==> src/sqsr_consts.svh <==
// Purpose: offsets, field masks, reset values and crc constants of the sequencer status bank
// Assumes: byte-wide registers behind a two-wire serial slave
// Notes:   definitions only
`ifndef SQSR_CONSTS_SVH
`define SQSR_CONSTS_SVH

// register offsets
`define SQSR_A_MODEL      8'h00
`define SQSR_A_REV        8'h01
`define SQSR_A_SRC1       8'h10
`define SQSR_A_SRC2       8'h11
`define SQSR_A_MAKER      8'h12
`define SQSR_A_CTLSTAT    8'h13
`define SQSR_A_DOWN_HI    8'h14
`define SQSR_A_DOWN_LO    8'h15
`define SQSR_A_UP_HI      8'h16
`define SQSR_A_UP_LO      8'h17
`define SQSR_A_WDT        8'h18
`define SQSR_A_TEST       8'h19
`define SQSR_A_LASTRST    8'h1a
`define SQSR_A_ALT_EN     8'h20
`define SQSR_A_ALT_DIR    8'h21
`define SQSR_A_DRV_HI     8'h22
`define SQSR_A_DRV_LO     8'h23
`define SQSR_A_CLKCFG     8'h24
`define SQSR_A_GPOUT      8'h25
`define SQSR_A_DEBOUNCE   8'h26
`define SQSR_A_LPRESS     8'h27
`define SQSR_A_CTL1       8'h28

// reset values
`define SQSR_RST_SRC      8'h00
`define SQSR_RST_MAKER    8'h00
`define SQSR_RST_CTLSTAT  8'h00

// implemented bits (reserved bits read zero)
`define SQSR_M_NIBBLE     8'h0f
`define SQSR_M_CTLSTAT    8'h7f
`define SQSR_M_WDT        8'h0b
`define SQSR_M_TEST       8'h6f
`define SQSR_M_CLKCFG     8'hd0
`define SQSR_M_DEBOUNCE   8'hfe
`define SQSR_M_SRC2       8'hbf

// packet error check byte
`define SQSR_CRC_POLY     8'h07
`define SQSR_CRC_INIT     8'h00

`endif

==> src/sqsr_pkg.sv <==
// Purpose: types and crc arithmetic of the sequencer status bank
// Assumes: sqsr_consts.svh carries the numbers
// Notes:   crc step shared by the crc module and the checks
`include "sqsr_consts.svh"

package sqsr_pkg;

  typedef logic [7:0] sqsr_byte_t;

  // serial slave states, one-hot
  typedef enum logic [5:0] {
    S_IDLE  = 6'h01,
    S_RX    = 6'h02,
    S_AWAIT = 6'h04,
    S_ACK   = 6'h08,
    S_TX    = 6'h10,
    S_MACK  = 6'h20
  } sqsr_state_e;

  // crc-8 x^8+x^2+x+1, msb first, one byte folded in
  function automatic sqsr_byte_t sqsr_crc_byte(input sqsr_byte_t c, input sqsr_byte_t d);
    sqsr_byte_t r;
    r = c ^ d;
    for (int i = 0; i < 8; i++)
    begin
      r = r[7] ? ({r[6:0], 1'b0} ^ `SQSR_CRC_POLY) : {r[6:0], 1'b0};
    end
    return r;
  endfunction

endpackage

==> src/sqsr_crc8.sv <==
// Purpose: running packet error check over the bytes of one transfer
// Assumes: clr and add are single-cycle strobes on mclk
// Notes:   clr wins over add
`timescale 1ns/1ps
`include "sqsr_consts.svh"

module sqsr_crc8 (
  input  wire logic              mclk,
  input  wire logic              rst_n,
  input  wire logic              clr,
  input  wire logic              add,
  input  wire sqsr_pkg::sqsr_byte_t din,
  output sqsr_pkg::sqsr_byte_t   crc
);

  sqsr_pkg::sqsr_byte_t next_crc;

  // restart from the initial value or fold in one byte
  always_comb
  begin
    next_crc = crc;
    if (clr)
      next_crc = `SQSR_CRC_INIT;
    else if (add)
      next_crc = sqsr_pkg::sqsr_crc_byte(crc, din);
  end

  always_ff @(posedge mclk or negedge rst_n)
  begin
    if (!rst_n)
      crc <= `SQSR_CRC_INIT;
    else
      crc <= next_crc;
  end

  crc_restart_a: assert property (@(posedge mclk) disable iff (!rst_n)
    clr |=> crc == `SQSR_CRC_INIT)
    else $error("crc not restarted");

endmodule // sqsr_crc8

==> src/sqsr_regs.sv <==
// Purpose: serial slave with register bank 0x00-0x28 and optional crc byte on reads
// Assumes: scl and sda_in are raw pins, arst_n is asynchronous; all other inputs are on mclk
// Notes:   sda is open drain, only ever pulled low while sda_oe is high
//
// Overview of operation
// - crc checking off: a read answers register data only, no check byte.
// - crc checking on: each data byte the host acks is followed by its check byte.
// - fault flag register at 0x12 holds internal faults, cleared by writing ones.
// - read-only status at 0x13, reset 0x00: battery, pins, sleep, shutdown, state.
// - check byte is crc-8 x^8+x^2+x+1 starting from zero.
// - crc covers address, command and data bytes, never acks or conditions.
`timescale 1ns/1ps
`include "sqsr_consts.svh"

module sqsr_regs #(
  parameter logic [6:0] DEV_ADDR    = 7'h30,
  parameter logic [7:0] MODEL_ID    = 8'h11, // arbitrary value
  parameter logic [7:0] REVISION_ID = 8'h01, // arbitrary value
  parameter logic [7:0] NVM_ALT_EN  = 8'h00,
  parameter logic [7:0] NVM_ALT_DIR = 8'h00,
  parameter logic [7:0] NVM_DRV_HI  = 8'h00,
  parameter logic [7:0] NVM_DRV_LO  = 8'h00,
  parameter logic [7:0] NVM_CLKCFG  = 8'h00,
  parameter logic [7:0] NVM_GPOUT   = 8'h00,
  parameter logic [7:0] NVM_DEB     = 8'h00,
  parameter logic [7:0] NVM_LPRESS  = 8'h00,
  parameter logic [7:0] NVM_CTL1    = 8'h00
) (
  input  wire logic       mclk,
  input  wire logic       arst_n,
  input  wire logic       scl,
  input  wire logic       sda_in,
  output logic            sda_out,
  output logic            sda_oe,
  input  wire logic       crc_check_on,
  input  wire logic [7:0] evt_src1,
  input  wire logic [7:0] evt_src2,
  input  wire logic [7:0] evt_maker,
  input  wire logic       on_backup_battery,
  input  wire logic       irq_pin_level,
  input  wire logic       reset_pin_level,
  input  wire logic       sleep_active,
  input  wire logic       shutdown_active,
  input  wire logic [1:0] sequencer_state,
  input  wire logic [7:0] rail_down_hi,
  input  wire logic [7:0] rail_down_lo,
  input  wire logic [7:0] rail_up_hi,
  input  wire logic [7:0] rail_up_lo,
  input  wire logic [7:0] wdt_state,
  input  wire logic [7:0] test_state,
  input  wire logic [7:0] reset_cause,
  output logic [7:0]      general_outputs,
  output logic [7:0]      input_debounce,
  output logic [7:0]      long_press_threshold,
  output logic [7:0]      control_first
);

  logic                   rst_q1;
  logic                   rst_n;
  logic                   scl_s1;
  logic                   scl_s2;
  logic                   scl_d;
  logic                   sda_s1;
  logic                   sda_s2;
  logic                   sda_d;
  logic                   scl_rise;
  logic                   scl_fall;
  logic                   start_c;
  logic                   stop_c;
  sqsr_pkg::sqsr_state_e  st;
  sqsr_pkg::sqsr_state_e  next_st;
  logic [2:0]             bcnt;
  logic [2:0]             next_bcnt;
  logic [7:0]             sh;
  logic [7:0]             next_sh;
  logic [7:0]             tx_sh;
  logic [7:0]             next_tx_sh;
  logic [7:0]             ptr;
  logic [7:0]             next_ptr;
  logic [1:0]             idx;
  logic [1:0]             next_idx;
  logic                   rw;
  logic                   next_rw;
  logic                   nack;
  logic                   next_nack;
  logic                   tx_pec;
  logic                   next_tx_pec;
  logic                   in_xfer;
  logic                   next_in_xfer;
  logic                   wr_en;
  logic                   crc_clr;
  logic                   crc_add;
  logic [7:0]             crc_din;
  logic [7:0]             crc;
  logic [7:0]             rx_byte;
  logic [7:0]             rd_val;
  logic [7:0]             interrupt_source_first;
  logic [7:0]             interrupt_source_second;
  logic [7:0]             maker_fault_flags;
  logic [7:0]             control_status;
  logic [7:0]             next_src1;
  logic [7:0]             next_src2;
  logic [7:0]             next_maker;
  logic [7:0]             next_ctlstat;
  logic [7:0]             next_gpout;
  logic [7:0]             next_deb;
  logic [7:0]             next_lpress;
  logic [7:0]             next_ctl1;

  // reset release through two flip-flops
  always_ff @(posedge mclk or negedge arst_n)
  begin
    if (!arst_n)
    begin
      rst_q1 <= 1'b0;
      rst_n  <= 1'b0;
    end
    else
    begin
      rst_q1 <= 1'b1;
      rst_n  <= rst_q1;
    end
  end

  // pin synchronisers, idle level high
  always_ff @(posedge mclk or negedge rst_n)
  begin
    if (!rst_n)
    begin
      scl_s1 <= 1'b1;
      scl_s2 <= 1'b1;
      scl_d  <= 1'b1;
      sda_s1 <= 1'b1;
      sda_s2 <= 1'b1;
      sda_d  <= 1'b1;
    end
    else
    begin
      scl_s1 <= scl;
      scl_s2 <= scl_s1;
      scl_d  <= scl_s2;
      sda_s1 <= sda_in;
      sda_s2 <= sda_s1;
      sda_d  <= sda_s2;
    end
  end

  // line events seen on the synchronised copies
  assign scl_rise = scl_s2 & ~scl_d;
  assign scl_fall = ~scl_s2 & scl_d;
  assign start_c  = scl_s2 & scl_d & sda_d & ~sda_s2;
  assign stop_c   = scl_s2 & scl_d & ~sda_d & sda_s2;
  assign rx_byte  = {sh[6:0], sda_s2};

  // open-drain drive: ack and zero data bits pull low
  assign sda_out = 1'b0;
  assign sda_oe  = (st == sqsr_pkg::S_ACK) | ((st == sqsr_pkg::S_TX) & ~tx_sh[7]);

  // read data of the register under the pointer
  always_comb
  begin
    unique case (ptr)
      `SQSR_A_MODEL:    rd_val = MODEL_ID;
      `SQSR_A_REV:      rd_val = REVISION_ID;
      `SQSR_A_SRC1:     rd_val = interrupt_source_first;
      `SQSR_A_SRC2:     rd_val = interrupt_source_second;
      `SQSR_A_MAKER:    rd_val = maker_fault_flags;
      `SQSR_A_CTLSTAT:  rd_val = control_status;
      `SQSR_A_DOWN_HI:  rd_val = rail_down_hi & `SQSR_M_NIBBLE;
      `SQSR_A_DOWN_LO:  rd_val = rail_down_lo;
      `SQSR_A_UP_HI:    rd_val = rail_up_hi & `SQSR_M_NIBBLE;
      `SQSR_A_UP_LO:    rd_val = rail_up_lo;
      `SQSR_A_WDT:      rd_val = wdt_state & `SQSR_M_WDT;
      `SQSR_A_TEST:     rd_val = test_state & `SQSR_M_TEST;
      `SQSR_A_LASTRST:  rd_val = reset_cause;
      `SQSR_A_ALT_EN:   rd_val = NVM_ALT_EN & `SQSR_M_NIBBLE;
      `SQSR_A_ALT_DIR:  rd_val = NVM_ALT_DIR & `SQSR_M_NIBBLE;
      `SQSR_A_DRV_HI:   rd_val = NVM_DRV_HI & `SQSR_M_NIBBLE;
      `SQSR_A_DRV_LO:   rd_val = NVM_DRV_LO;
      `SQSR_A_CLKCFG:   rd_val = NVM_CLKCFG & `SQSR_M_CLKCFG;
      `SQSR_A_GPOUT:    rd_val = general_outputs;
      `SQSR_A_DEBOUNCE: rd_val = input_debounce;
      `SQSR_A_LPRESS:   rd_val = long_press_threshold;
      `SQSR_A_CTL1:     rd_val = control_first;
      default:          rd_val = 8'h00; // unmapped and reserved read zero
    endcase
  end

  // serial slave: byte framing, acks, transmit and crc feed
  always_comb
  begin
    next_st      = st;
    next_bcnt    = bcnt;
    next_sh      = sh;
    next_tx_sh   = tx_sh;
    next_ptr     = ptr;
    next_idx     = idx;
    next_rw      = rw;
    next_nack    = nack;
    next_tx_pec  = tx_pec;
    next_in_xfer = in_xfer;
    wr_en        = 1'b0;
    crc_clr      = 1'b0;
    crc_add      = 1'b0;
    crc_din      = rx_byte;
    if (stop_c)
    begin
      next_st      = sqsr_pkg::S_IDLE;
      next_in_xfer = 1'b0;
    end
    else if (start_c)
    begin
      next_st      = sqsr_pkg::S_RX;
      next_bcnt    = 3'h0;
      next_idx     = 2'h0;
      next_in_xfer = 1'b1;
      crc_clr      = ~in_xfer; // repeated start keeps the running crc
    end
    else
    begin
      unique case (st)
        sqsr_pkg::S_IDLE: ;
        sqsr_pkg::S_RX:
          if (scl_rise)
          begin
            next_sh   = rx_byte;
            next_bcnt = bcnt + 3'h1;
            if (bcnt == 3'h7)
            begin
              crc_add = 1'b1; // every received byte counts
              next_st = sqsr_pkg::S_AWAIT;
              if (idx != 2'h2)
                next_idx = idx + 2'h1;
              if (idx == 2'h0)
              begin
                next_rw = rx_byte[0];
                if (rx_byte[7:1] != DEV_ADDR)
                  next_st = sqsr_pkg::S_IDLE;
              end
              else if (idx == 2'h1)
                next_ptr = rx_byte;
              else
              begin
                wr_en    = 1'b1;
                next_ptr = ptr + 8'h01;
              end
            end
          end
        sqsr_pkg::S_AWAIT:
          if (scl_fall)
            next_st = sqsr_pkg::S_ACK;
        sqsr_pkg::S_ACK:
          if (scl_fall)
          begin
            next_bcnt = 3'h0;
            next_st   = sqsr_pkg::S_RX;
            if (rw)
            begin
              next_st     = sqsr_pkg::S_TX;
              next_tx_sh  = rd_val;
              next_tx_pec = 1'b0;
              next_ptr    = ptr + 8'h01;
              crc_add     = 1'b1; // sent data byte counts
              crc_din     = rd_val;
            end
          end
        sqsr_pkg::S_TX:
          if (scl_fall)
          begin
            if (bcnt == 3'h7)
              next_st = sqsr_pkg::S_MACK;
            else
            begin
              next_tx_sh = {tx_sh[6:0], 1'b0};
              next_bcnt  = bcnt + 3'h1;
            end
          end
        sqsr_pkg::S_MACK:
          if (scl_rise)
            next_nack = sda_s2;
          else if (scl_fall)
          begin
            next_bcnt = 3'h0;
            next_st   = nack ? sqsr_pkg::S_IDLE : sqsr_pkg::S_TX;
            if (!nack && crc_check_on && !tx_pec)
            begin
              next_tx_sh  = crc; // check byte follows the data
              next_tx_pec = 1'b1;
            end
            else if (!nack)
            begin
              next_tx_sh  = rd_val; // no check byte when off
              next_tx_pec = 1'b0;
              next_ptr    = ptr + 8'h01;
              crc_add     = 1'b1;
              crc_din     = rd_val;
            end
          end
        default: next_st = sqsr_pkg::S_IDLE;
      endcase
    end
  end

  always_ff @(posedge mclk or negedge rst_n)
  begin
    if (!rst_n)
    begin
      st      <= sqsr_pkg::S_IDLE;
      bcnt    <= 3'h0;
      sh      <= 8'h00;
      tx_sh   <= 8'hff;
      ptr     <= 8'h00;
      idx     <= 2'h0;
      rw      <= 1'b0;
      nack    <= 1'b0;
      tx_pec  <= 1'b0;
      in_xfer <= 1'b0;
    end
    else
    begin
      st      <= next_st;
      bcnt    <= next_bcnt;
      sh      <= next_sh;
      tx_sh   <= next_tx_sh;
      ptr     <= next_ptr;
      idx     <= next_idx;
      rw      <= next_rw;
      nack    <= next_nack;
      tx_pec  <= next_tx_pec;
      in_xfer <= next_in_xfer;
    end
  end

  // running check value over the transfer
  sqsr_crc8 u_crc (
    .mclk (mclk),
    .rst_n(rst_n),
    .clr  (crc_clr),
    .add  (crc_add),
    .din  (crc_din),
    .crc  (crc)
  );

  // register bank: flags set by events, cleared by written ones
  always_comb
  begin
    next_src1    = interrupt_source_first | evt_src1;
    next_src2    = (interrupt_source_second | evt_src2) & `SQSR_M_SRC2;
    next_maker   = maker_fault_flags | evt_maker;
    next_ctlstat = {1'b0, on_backup_battery, irq_pin_level, reset_pin_level,
                    sleep_active, shutdown_active, sequencer_state};
    next_gpout   = general_outputs;
    next_deb     = input_debounce;
    next_lpress  = long_press_threshold;
    next_ctl1    = control_first;
    if (wr_en)
    begin
      unique case (ptr)
        `SQSR_A_SRC1:     next_src1   = (interrupt_source_first & ~rx_byte) | evt_src1;
        `SQSR_A_SRC2:     next_src2   = ((interrupt_source_second & ~rx_byte) | evt_src2) & `SQSR_M_SRC2;
        `SQSR_A_MAKER:    next_maker  = (maker_fault_flags & ~rx_byte) | evt_maker;
        `SQSR_A_GPOUT:    next_gpout  = rx_byte;
        `SQSR_A_DEBOUNCE: next_deb    = rx_byte & `SQSR_M_DEBOUNCE;
        `SQSR_A_LPRESS:   next_lpress = rx_byte;
        `SQSR_A_CTL1:     next_ctl1   = rx_byte & `SQSR_M_NIBBLE;
        default: ; // read-only and unmapped ignore writes
      endcase
    end
  end

  always_ff @(posedge mclk or negedge rst_n)
  begin
    if (!rst_n)
    begin
      interrupt_source_first             <= `SQSR_RST_SRC;
      interrupt_source_second             <= `SQSR_RST_SRC;
      maker_fault_flags    <= `SQSR_RST_MAKER;
      control_status       <= `SQSR_RST_CTLSTAT;
      general_outputs      <= NVM_GPOUT;
      input_debounce       <= NVM_DEB & `SQSR_M_DEBOUNCE;
      long_press_threshold <= NVM_LPRESS;
      control_first        <= NVM_CTL1 & `SQSR_M_NIBBLE;
    end
    else
    begin
      interrupt_source_first             <= next_src1;
      interrupt_source_second             <= next_src2;
      maker_fault_flags    <= next_maker;
      control_status       <= next_ctlstat;
      general_outputs      <= next_gpout;
      input_debounce       <= next_deb;
      long_press_threshold <= next_lpress;
      control_first        <= next_ctl1;
    end
  end

  // checks on the serial side and the bank
  pec_off_a: assert property (@(posedge mclk) disable iff (!rst_n)
    $rose(tx_pec) |-> $past(crc_check_on))
    else $error("check byte sent while checking off");

  pec_follows_a: assert property (@(posedge mclk) disable iff (!rst_n)
    (st == sqsr_pkg::S_MACK && scl_fall && !nack && !tx_pec && crc_check_on)
    |=> tx_pec && tx_sh == $past(crc) && st == sqsr_pkg::S_TX)
    else $error("check byte did not follow data");

  maker_clear_a: assert property (@(posedge mclk) disable iff (!rst_n)
    (wr_en && ptr == `SQSR_A_MAKER && evt_maker == 8'h00)
    |=> (maker_fault_flags & $past(rx_byte)) == 8'h00)
    else $error("fault flags not cleared by ones");

  ctl_status_a: assert property (@(posedge mclk) disable iff (!rst_n)
    1'b1 |=> control_status == {1'b0, $past(on_backup_battery), $past(irq_pin_level),
      $past(reset_pin_level), $past(sleep_active), $past(shutdown_active),
      $past(sequencer_state)})
    else $error("control status mismatch");

  set_wins_a: assert property (@(posedge mclk) disable iff (!rst_n)
    (evt_src1 != 8'h00) |=> (interrupt_source_first & $past(evt_src1)) == $past(evt_src1))
    else $error("source event lost");

  zero_keeps_a: assert property (@(posedge mclk) disable iff (!rst_n)
    (wr_en && ptr == `SQSR_A_SRC1) |=> (interrupt_source_first & ~$past(rx_byte)) ==
      $past((interrupt_source_first | evt_src1) & ~rx_byte))
    else $error("zero write changed a flag");

  crc_value_a: assert property (@(posedge mclk) disable iff (!rst_n)
    (crc_add && !crc_clr) |=> crc == sqsr_pkg::sqsr_crc_byte($past(crc), $past(crc_din)))
    else $error("crc step wrong");

  crc_cover_a: assert property (@(posedge mclk) disable iff (!rst_n)
    (st == sqsr_pkg::S_RX && scl_rise && bcnt == 3'h7 && !start_c && !stop_c) |-> crc_add)
    else $error("received byte missed by crc");

  // a sent byte is folded in whole at its first bit, never an ack slot
  tx_fold_a: assert property (@(posedge mclk) disable iff (!rst_n)
    (crc_add && st != sqsr_pkg::S_RX) |=> st == sqsr_pkg::S_TX && tx_sh == $past(crc_din))
    else $error("crc fold differs from sent byte");

  read_pec_c: cover property (@(posedge mclk) disable iff (!rst_n) $rose(tx_pec));
  write_c: cover property (@(posedge mclk) disable iff (!rst_n) wr_en);
  clear_c: cover property (@(posedge mclk) disable iff (!rst_n)
    wr_en && ptr == `SQSR_A_SRC1 && (interrupt_source_first & rx_byte) != 8'h00);
  nack_c: cover property (@(posedge mclk) disable iff (!rst_n)
    st == sqsr_pkg::S_MACK && scl_fall && nack);

endmodule // sqsr_regs

==> config.mk <==
export PLATFORM = sky130hd
export DESIGN_NAME = sqsr_regs
export DESIGN_NICKNAME = d
export VERILOG_FILES = /design/src/sqsr_pkg.sv /design/src/sqsr_crc8.sv /design/src/sqsr_regs.sv
export VERILOG_INCLUDE_DIRS = /design/src
export SDC_FILE = /design/constraint.sdc
export NUM_CORES = 1
export LEC_CHECK = 0
export BUFFER_PORTS_ARGS = -buffer_cell sky130_fd_sc_hd__buf_4
export CORE_MARGIN = 1
export CORE_UTILIZATION = 55
export CTS_BUF_LIST = sky130_fd_sc_hd__clkbuf_8 sky130_fd_sc_hd__clkbuf_16
export DETAILED_ROUTE_END_ITERATION = 7
export PLACE_DENSITY = 0.84
export SETUP_SLACK_MARGIN = 0.4
export SKIP_CTS_REPAIR_TIMING = 1
export SLEW_MARGIN = 20
export SYNTH_ARGS = -nofsm -noshare
export SYNTH_HDL_FRONTEND = slang
export SYNTH_SLANG_ARGS = --single-unit
==> constraint.sdc <==
create_clock -name mclk -period 7.8 [get_ports mclk]
set_input_delay 1.56 -clock mclk [delete_from_list [all_inputs] [get_ports mclk]]
set_output_delay 1.56 -clock mclk [all_outputs]
set_load 0.01 [all_outputs]
# Yosys cells after proc, flatten, opt, wreduce, memory -nomap -nowiden
# Index checks and enable logic that the tools add are counted.
word_totals:
  inputBits: 92
  wordCells: 248
  ff_bits: 112
classes:
  n_bitwise: 36
  n_reduce_logical: 29
  eq_ne: 51
  muxes: 102
  n_addsub: 3
op_table:
  columns: ["operator", "n"]
  rows:
  - ["8-bit two-way mux", 34]
  - ["8-bit one-hot mux with 17 select lines", 1]
  - ["8-bit by 5-bit equality test with 1-bit output (second input constant)", 11]
  - ["6-bit two-way mux", 10]
  - ["3-bit two-way mux", 16]
  - ["8-bit bitwise OR", 6]
  - ["8-bit one-hot mux with 3 select lines", 2]
  - ["6-bit one-hot mux with 6 select lines", 1]
  - ["8-bit by 6-bit equality test with 1-bit output (second input constant)", 4]
  - ["4-bit != test (second input constant)", 7]
  - ["1-bit two-way mux", 27]
  - ["8-bit AND", 3]
  - ["2-bit != test (second input constant)", 12]
  - ["3-bit NOT", 8]
  - ["3-bit != test (second input constant)", 6]
  - ["8-bit one-hot mux with 2 select lines", 1]
  - ["2-bit nonzero test", 7]
  - ["3-bit one-hot mux with 4 select lines", 1]
  - ["12-bit AND reduction", 1]
  - ["6-bit AND reduction", 2]
  - ["2-bit two-way mux", 5]
  - ["5-bit two-way mux", 2]
  - ["10-bit AND reduction", 1]
  - ["9-bit AND reduction", 1]
  - ["other kinds (31)", 52]

# Longest topological paths before layout
# Gate-level depths: netlist of run 1.
depth:
  ltp_word: 28
  ltp_mapped: 13

# Hierarchy
# From an unflattened synthesis of run 1, not the netlist that was laid out.
unflattened:
  hier_cells: 663
  hier_area_um2: 6552.5
modules_own_cells:
  columns: ["module", "area_each_um2", "cells_each", "seq_area_each_um2", "n_inst"]
  rows:
  - ["sqsr_regs", 5901.9, 606, 2596.2, 1]
  - ["sqsr_crc8", 650.6, 57, 200.2, 1]

# Worst setup path before layout of run 1
# No wires, ideal clock.
synth_path:
  path_type: "input-to-reg"
  from: "in rail_up_hi[3]"
  to: "reg u_crc.crc[4]"
  path_buffers: 0
  path_stages: 8
  arrival_time_ps: 3370
  slack_ps: 4298
  path_cell_list: "mux2_2 > a221o_1 > a211o_1 > a22oi_1 > xnor3_1 > xor2_1 > o211ai_1 > o31ai_1"
synth_between:
  elab_chain_cells: 14
synth_lines:
  columns: ["element", "line", "text"]
  rows:
  - ["start, declared", "sqsr_regs.sv:47", "input wire logic [7:0] rail_up_hi,"]
  - ["8-bit one-hot mux with 17 select lines (*)", "sqsr_regs.sv:162", "unique case (ptr)"]
  - ["8-bit two-way mux", "sqsr_regs.sv:290", "else if (!nack)"]
  - ["8-bit two-way mux", "sqsr_regs.sv:285", "if (!nack && crc_check_on && !tx_pec)"]
  - ["8-bit two-way mux", "sqsr_regs.sv:281", "else if (scl_fall)"]
  - ["8-bit two-way mux", "sqsr_regs.sv:279", "if (scl_rise)"]
  - ["8-bit one-hot mux with 2 select lines (*)", "sqsr_regs.sv:221", "unique case (st)"]
  - ["8-bit two-way mux (*)", "sqsr_regs.sv:211", "else if (start_c)"]
  - ["8-bit two-way mux (*)", "sqsr_regs.sv:206", "if (stop_c)"]
  - ["8-bit bitwise XOR (*)", "sqsr_pkg.sv:23", "r = c ^ d;"]
  - ["3-bit two-way mux (*)", "sqsr_pkg.sv:26", "r = r[7] ? ({r[6:0], 1'b0} ^ `SQSR_CRC_POLY) : {r[6:0], 1'b0};"]
  - ["3-bit NOT (no line)", null, null]
  - ["3-bit two-way mux (*)", "sqsr_pkg.sv:26", null]
  - ["8-bit two-way mux (*)", "sqsr_crc8.sv:24", "else if (add)"]
  - ["8-bit two-way mux (*)", "sqsr_crc8.sv:22", "if (clr)"]
  - ["end signal, assigned", "sqsr_crc8.sv:31", "crc <= `SQSR_CRC_INIT;"]
  - ["end signal, assigned", "sqsr_crc8.sv:33", "crc <= next_crc;"]
  - ["end, declared", "sqsr_crc8.sv:13", "output sqsr_pkg::sqsr_byte_t crc"]
# Every way passes the cells marked *; elsewhere a longest branch is shown, timed or not. The select of a mux whose other input is x is not followed.
# A chain may end at the register's enable or synchronous reset.

# Worst setup path after layout of run 1
layout_path:
  from: "reg ptr[0]"
  to: "reg u_crc.crc[7]"
layout_between:
  elab_chain_cells: 17
layout_lines:
  columns: ["element", "line", "text"]
  rows:
  - ["start, declared", "sqsr_regs.sv:78", "logic [7:0] ptr;"]
  - ["start signal, assigned", "sqsr_regs.sv:325", "ptr <= next_ptr;"]
  - ["8-bit by 6-bit equality test with 1-bit output, or another cell as far along", "sqsr_regs.sv:162", null]
  - ["8-bit one-hot mux with 17 select lines (*)", "sqsr_regs.sv:162", null]
  - ["8-bit two-way mux", "sqsr_regs.sv:290", null]
  - ["8-bit two-way mux", "sqsr_regs.sv:285", null]
  - ["8-bit two-way mux", "sqsr_regs.sv:281", null]
  - ["8-bit two-way mux", "sqsr_regs.sv:279", null]
  - ["8-bit one-hot mux with 2 select lines (*)", "sqsr_regs.sv:221", null]
  - ["8-bit two-way mux (*)", "sqsr_regs.sv:211", null]
  - ["8-bit two-way mux (*)", "sqsr_regs.sv:206", null]
  - ["8-bit bitwise XOR (*)", "sqsr_pkg.sv:23", null]
  - ["3-bit two-way mux", "sqsr_pkg.sv:26", null]
  - ["3-bit NOT (no line)", null, null]
  - ["3-bit two-way mux", "sqsr_pkg.sv:26", null]
  - ["3-bit NOT (no line)", null, null]
  - ["3-bit two-way mux (*)", "sqsr_pkg.sv:26", null]
  - ["8-bit two-way mux (*)", "sqsr_crc8.sv:24", null]
  - ["8-bit two-way mux (*)", "sqsr_crc8.sv:22", null]
# Marked as above.

==> results of run 1 <==
[cell usage in the layout, fill, tap and decap left out, types with 3 or more instances in the layout]
| cell | instances |
|---|---|
| o211ai_1 | 4 |
| mux2i_1 | 11 |
| dfrtp_1 | 95 |
| inv_1 | 15 |
| nand2b_1 | 9 |
| xnor2_1 | 9 |
| buf_4 | 107 |
| o21ai_0 | 53 |
| nor2_1 | 25 |
| dfstp_2 | 15 |
| nand4_1 | 5 |
| nor2b_1 | 4 |
| nand2_1 | 72 |
| o31ai_1 | 5 |
| a221oi_1 | 4 |
| clkbuf_16 | 9 |
| a22oi_1 | 17 |
| o2bb2ai_1 | 3 |
| xor2_1 | 6 |
| o22ai_1 | 6 |
| and3_1 | 8 |
| ha_1 | 9 |
| and2_1 | 5 |
| a21o_1 | 25 |
| nand3b_1 | 4 |
| a21oi_1 | 33 |
| a211oi_1 | 4 |
| a2bb2oi_1 | 3 |
| mux2_2 | 30 |
| nand3_1 | 22 |
| nor4_1 | 3 |
| conb_1 | 7 |
| a222oi_1 | 11 |
| nor3_1 | 13 |
| or3_1 | 5 |
| nand4b_1 | 4 |
| a22o_1 | 9 |
| o221ai_1 | 3 |
[routing by layer]
layer | track usage [%] | vias to the layer above
li1 | - | 2514
met1 | 41.9 | 2792
met2 | 55.2 | 340
met3 | 8.97 | 46
met4 | 8.88 | 0
met5 | 0 | -
[final timing paths]
path / depth (start not counted) / start / end / slack [ns]
max: 11 / ptr[0] / u_crc.crc[7] / 3.88
min: 0 / sda_s1 / sda_s2 / 0.36
max reg2reg: 11 / ptr[0] / u_crc.crc[7] / 3.88
min reg2reg: 0 / sda_s1 / sda_s2 / 0.36
max in group asynchronous: 1 / rst_n / ptr[2] / 6.24
min in group asynchronous: 0 / rst_n / general_outputs[6] / 0.38
[sequential cells by signal, summed over array words and instances, names as in the netlist, 2 cells and up]
| name | count |
|---|---|
| interrupt_source_first | 8 |
| u_crc.crc | 8 |
| control_status | 7 |
| idx | 2 |
| general_outputs | 8 |
| tx_sh | 8 |
| long_press_threshold | 8 |
| st | 6 |
| maker_fault_flags | 8 |
| interrupt_source_second | 7 |
| bcnt | 3 |
| sh | 7 |
| control_first | 4 |
| input_debounce | 7 |
| ptr | 8 |
[per-stage QoR]
step,total power [W],cell area (sq um),worst slack (ns)
3_3_place_gp,0.000906,7080,3.98
4_1_cts,0.00142,7420,4.00
2_1_floorplan,0.000828,6330,4.30
3_5_place_dp,0.000916,7080,3.87
6_report,0.00143,7420,3.88
5_1_grt,0.00148,7420,3.82
[logic make-up (layout without fill, tap and decap cells)]
logic type                 count (synthesis)  after routing  share of synthesized area [%]
buffers and inverters                     61            137                           4.48
AOI/OAI and AO/OA                        204            204                           22.7
and+or+nand+nor                          194            194                           15.8
muxes                                     41             41                           7.10
adders and majority gates                  9              9                           1.78
xor gates and xnor gates                  20             20                           3.75
DFF                                      111            111                           44.3
other                                      2              7                          0.119
[worst max-delay path: cells and delay by family (launching register included)]
kind,cells,cell delay [ns]
buffers and inverters,1,0.12
xor gates and xnor gates,2,0.82
adders and majority gates,1,0.83
DFF,1,0.46
AOI/OAI and AO/OA,7,1.52
[Yosys cell counts (3+ instances only)]
library cell,count
nor2b_1,4
nor2_1,25
or3_1,5
a221oi_1,4
nand2_1,72
o221ai_1,3
clkbuf_1,30
buf_6,3
nand3_1,22
xnor2_1,9
nand3b_1,4
nand2b_1,9
o211ai_1,4
dfstp_2,15
and3_1,8
a22oi_1,17
nor4_1,3
buf_2,7
xor2_1,6
a22o_1,9
a211oi_1,4
ha_1,9
buf_4,6
and2_1,5
o22ai_1,6
nand4b_1,4
inv_1,14
mux2i_1,11
o31ai_1,5
nor3_1,13
a21o_1,25
o2bb2ai_1,3
o21ai_0,53
a2bb2oi_1,3
a222oi_1,11
mux2_2,30
dfrtp_1,96
nand4_1,5
a21oi_1,33
[area by class of cell]
| class | count | area (sq um) | area share [%] |
|---|---|---|---|
| clock buffer | 9 | 225 | 3.04 |
| sequential | 111 | 2800 | 37.8 |
| tap | 140 | 175 | 2.36 |
| multi-input combinational | 475 | 3250 | 43.9 |
| clock inverter | 7 | 108 | 1.45 |
| inverter | 14 | 52.6 | 0.709 |
| timing repair buffer | 107 | 803 | 10.8 |
[power by group]
part           total [W]  internal [W]  switching, W
Clock           0.000509      0.000287      0.000222
Combinational   0.000259      0.000108      0.000151
Sequential      0.000658      0.000609     0.0000488
==> results by group, run 1 <==
Run status
  – Outcome: finished clean

STA
  – Hold WS: 0.358 ns
  – Clk_skew: 0.0111 ns
  – Fmax: 255 MHz
  – Final setup viols: 0
  – Setup TNS: 0 ns
  – Final period utilization: 50.2%
  – Worst-margin pin slew: 1.11 ns
  – Fin. max-slew vios: 0
  – Final Hold Fails: 0
  – Rel. slew slack: 26.2%
  – Minimum clock period: 3.92 ns
  – RSZ-0062 raised after global routing: false

Placed design
  – RePlAce Congestion: 0.997
  – Post-detail-place hpwl: 13000 microns
  – PortBufs: 103
  – Inst Count DP: 847

Logic synthesis
  – Mapped Cells: 642
  – Synth top area cells: dfrtp_1, dfstp_2, mux2_2
  – Largest area contributor in the netlist: dfrtp_1
  – Seq/Total Area, Yosys: 44.3%
  – Synth top area share: 38.1%
  – Main flop type after synthesis: dfrtp_1
  – Synth unique cells: 78
  – Post-synth EDFFs: 0
  – Ys Warns: 0
  – Synth async-reset ratio: 100%
  – Post-synth design cell area: 6310 sq um
  – Avg Inst Size Synth: 9.83 sq um
  – Number of synthesized register bits: 111

Clock tree
  – H-tree depth: 3
  – Clock root cell: clkbuf_16
  – CTS buffer count: 9
  – CTS Buffer Depth: 2
  – CTS tree: yes
  – CTS clk-pin slew, worst paths: 0.08 ns
  – Worst skew pair latency: 0.36 ns
  – Clock sink count: 111

Final layout
  – Final Util: 67.2%
  – Nets@finish: 819
  – Area grow syn2layout: 17.5%
  – Fillers: 837
  – Layout Cells excl Fill: 863
  – Layout cells sized above 1: 25.4%
  – N_diodes: 0

Global route
  – Vias in the first global route: 5524
  – First-pass GRT wire length: 29400 microns
  – Grt ovf: 0
  – Largest net degree at the start of global routing: 57
  – Initial antenna violation count: 0
  – Global Route Usage Sum: 33.0%

Routing
  – Vias: 5692
  – TritonRoute pass-1 iters: 6
  – DRT iter0 DRCs: 576
  – Final WL: 18400 microns
  – Vias per inst: 6.60
  – # DRC: 0
  – Routed Antenna Nets: 0
  – DRT met1 WL: 7160 microns
  – Routed wl met2: 9100 microns
  – Metal3 WL: 1750 microns
  – Top Layer Used: met4
  – Wirelength per Cell: 21.4 microns

Worst setup path
  – Critical path's slowest cell: ha_1
  – Startpoint types: flip-flop
  – Max stage delay on crit path: 0.83 ns
  – Setup Crit Path Kind: reg -> reg
  – Crit-path cells: inv_1 -> ha_1 -> a22oi_1 -> a211oi_1 -> a211oi_1 -> o22ai_1 -> a22oi_1 -> xor2_1 -> xnor3_1 -> o211ai_1 -> o31ai_1
  – Worst Setup End Kind: flip-flop
  – Data arrival, critical path: 4.12 ns
  – Crit Path Max Fanout: 24
  – Crit path required time: 8.00 ns

Die
  – CORE AREA: 11000 sq um
  – Die area: 11900 sq um
  – Rows: 38
  – Initial Util: 57.2%
  – Die width: 109 microns
  – IO Pins: 126
  – Die H: 109 microns

Worst hold path
  – Min-delay worst type: reg -> reg

Pwr
  – Static Leak: 3.15 nW
  – Peak supply drop: 235 uV
  – Power Dens Cells: 192 nW/um^2

Flow run
  – Max Cap Violations: 0
Power figures use the tool's default switching activity.
==> run 2: changes to the inputs <==
- clock period: 7.8 -> 3.8 ns (I/O delays scaled with it)
==> run 2 against run 1 <==
Non-clock buffer count rose by 10. Clock power is 84% higher. Largest cell class unchanged. Cell count is 1.2% higher. Maximum frequency up 19%. Hold slack worse by 0.20 ns. Clock skew rose by 0.0017 ns. Die area stayed put.
==> results by group, run 2 (synthesis gave the netlist of run 1 again) <==
Run status
  – Outcome: finished clean (unchanged)

Routing
  – # DRC: 0 (unchanged)
  – Wirelength per Cell: 21.4 microns (about the same)
  – DRT iter0 DRCs: 478 (was 576)
  – Vias: 5720 (was 5692)
  – Final WL: 18700 microns (was 18400 microns)
  – TritonRoute pass-1 iters: 6 (unchanged)
  – Routed Antenna Nets: 0 (unchanged)
  – Vias per inst: 6.55 (was 6.60)

Pwr
  – Overall power: 0.00283 W (was 0.00143 W)
  – Power Dens Cells: 379 nW/um^2 (was 192 nW/um^2)
  – Peak supply drop: 418 uV (was 235 uV)
  – Static Leak: 3.18 nW (was 3.15 nW)

STA
  – Rel. slew slack: 41.8% (was 26.2%)
  – Fin. max-slew vios: 0 (unchanged)
  – Final Hold Fails: 0 (unchanged)
  – Fmax: 303 MHz (was 255 MHz)
  – Worst-margin pin slew: 0.873 ns (was 1.11 ns)
  – Final period utilization: 86.7% (was 50.2%)
  – Worst Setup Slack, final: 0.505 ns (was 3.88 ns)
  – Minimum clock period: 3.30 ns (was 3.92 ns)
  – Setup TNS: 0 ns (unchanged)
  – Clk_skew: 0.0128 ns (was 0.0111 ns)
  – RSZ-0062 raised after global routing: true (was false)
  – Final setup viols: 0 (unchanged)

Final layout
  – Fillers: 861 (was 837)
  – Nets@finish: 829 (was 819)
  – Fin area: 7480 sq um (was 7420 sq um)
  – Area of the multi-input gates: 3270 sq um (was 3250 sq um)
  – N_diodes: 0 (unchanged)
  – Area grow syn2layout: 18.5% (was 17.5%)
  – Most frequent cells in the layout: buf_4, dfrtp_1, nand2_1, o21ai_0, a21oi_1 (unchanged)
  – Layout cells sized above 1: 27.4% (was 25.4%)
  – Sequential cell area: 2800 sq um (about the same)
  – Commonest non-fill, non-tap cell in the layout: buf_4 (unchanged)

Worst setup path
  – Data arrival, critical path: 3.51 ns (was 4.12 ns)
  – Worst setup path start: ptr[1] (was ptr[0])
  – Crit-path cells: inv_1 -> ha_2 -> a22oi_1 -> a211oi_1 -> a211oi_1 -> o22ai_1 -> a22oi_1 -> xor2_1 -> xnor3_1 -> o211ai_1 -> o31ai_1 (was inv_1 -> ha_1 -> a22oi_1 -> a211oi_1 -> a211oi_1 -> o22ai_1 -> a22oi_1 -> xor2_1 -> xnor3_1 -> o211ai_1 -> o31ai_1)
  – Worst Setup End Kind: flip-flop (unchanged)
  – Setup Crit Path Kind: reg -> reg (unchanged)
  – Crit path required time: 4.01 ns (was 8.00 ns)
  – Worst flop-to-flop path startpoint: ptr[1] (was ptr[0])
  – Crit Path Max Fanout: 18 (was 24)
  – Max stage delay on crit path: 0.49 ns (was 0.83 ns)
  – Startpoint types: flip-flop (unchanged)
  – Cell count of the worst reg-to-reg path: 11 (unchanged)
  – Critical path's slowest cell: xnor3_1 (was ha_1)

Global route
  – Grt ovf: 0 (unchanged)
  – Largest net degree at the start of global routing: 57 (unchanged)
  – Vias in the first global route: 5802 (was 5524)
  – First-pass GRT wire length: 29900 microns (was 29400 microns)
  – Initial antenna violation count: 0 (unchanged)
  – Global Route Usage Sum: 33.5% (was 33.0%)

Worst hold path
  – Min-delay worst type: in -> async (was reg -> reg)

Die
  – IO Pins: 126 (unchanged)
  – Rows: 38 (unchanged)
  – Die width: 109 microns (unchanged)
  – Die H: 109 microns (unchanged)
  – CORE AREA: 11000 sq um (unchanged)
  – Die area: 11900 sq um (unchanged)
  – Initial Util: 57.2% (unchanged)

Placed design
  – Post-detail-place hpwl: 13500 microns (was 13000 microns)
  – RePlAce Congestion: 0.951 (was 0.997)
  – Placed instance area: 7160 sq um (was 7080 sq um)
  – PortBufs: 103 (unchanged)
  – Pre-CTS setup slack: 0.350 ns (was 3.87 ns)

Clock tree
  – H-tree depth: 3 (unchanged)
  – Clock root cell: clkbuf_16 (unchanged)
  – Clock sink count: 111 (unchanged)
  – Worst skew pair latency: 0.37 ns (was 0.36 ns)
  – CTS tree: yes (unchanged)
  – CTS clk-pin slew, worst paths: 0.08 ns (about the same)
  – CTS buffer count: 9 (unchanged)
  – CTS Buffer Depth: 2 (unchanged)

Flow run
  – Max Cap Violations: 0 (unchanged)
==> run 2: cell types whose count changed in the layout (fill, tap and decap cells not counted), moves of 2 or more <==
cell	change
buf_4	+10
ha_1	-4
ha_2	+4
bufinv_16	-2
clkinv_4	+2
==> run 2: worst paths after layout <==
path	slack, ns	to
max in group asynchronous	2.51	control_status[1]
min in group mclk	0.36	rst_n
min	0.16	rst_q1
max	0.50	u_crc.crc[7]
max reg2reg	0.50	u_crc.crc[7]
min reg2reg	0.36	rst_n
==> run 2: area by class of cell <==
| cell class | count | area share, % |
|---|---|---|
| Multi-Input combinational cell | 475 | 43.8 |
| Sequential cell | 111 | 37.5 |
| Timing Repair Buffer | 117 | 11.7 |
| Clock buffer | 9 | 3.01 |
| Tap cell | 140 | 2.34 |
| Clock inverter | 7 | 0.954 |
| Inverter | 14 | 0.703 |
==> run 2: metal layers <==
| layer | vias to the layer above | track usage, % | share of wire (%) |
|---|---|---|---|
| li1 | 2533 | - | - |
| met1 | 2759 | 41.8 | 39 |
| met2 | 349 | 52.7 | 47 |
| met3 | 79 | 8.61 | 8.6 |
| met4 | 0 | 18.8 | 5.2 |
| met5 | - | 0 | 0 |
==> run 2: worst max-delay path: cells and delay by family (launching register included) <==
kind | cells | cell delay (ns)
buf+inv | 1 | 0.11
xor+xnor | 2 | 0.80
fa+ha+maj | 1 | 0.48
flops | 1 | 0.44
compound gates | 7 | 1.29
==> run 2: per-stage QoR <==
step	instances	util, %	hold WS [ns]
final	873	67.8	0.155
after global routing	873	67.8	0.149
after CTS	873	67.6	0.151
after detailed placement	857	64.9	0.336
after global placement	857	64.9	0.337
after floorplan	647	-	0.331
==> run 2: where the power goes <==
| group | internal, W | switching, W |
|---|---|---|
| Clock | 0.000461 | 0.000477 |
| Combinational | 0.000231 | 0.000315 |
| Sequential | 0.00125 | 0.000100 |
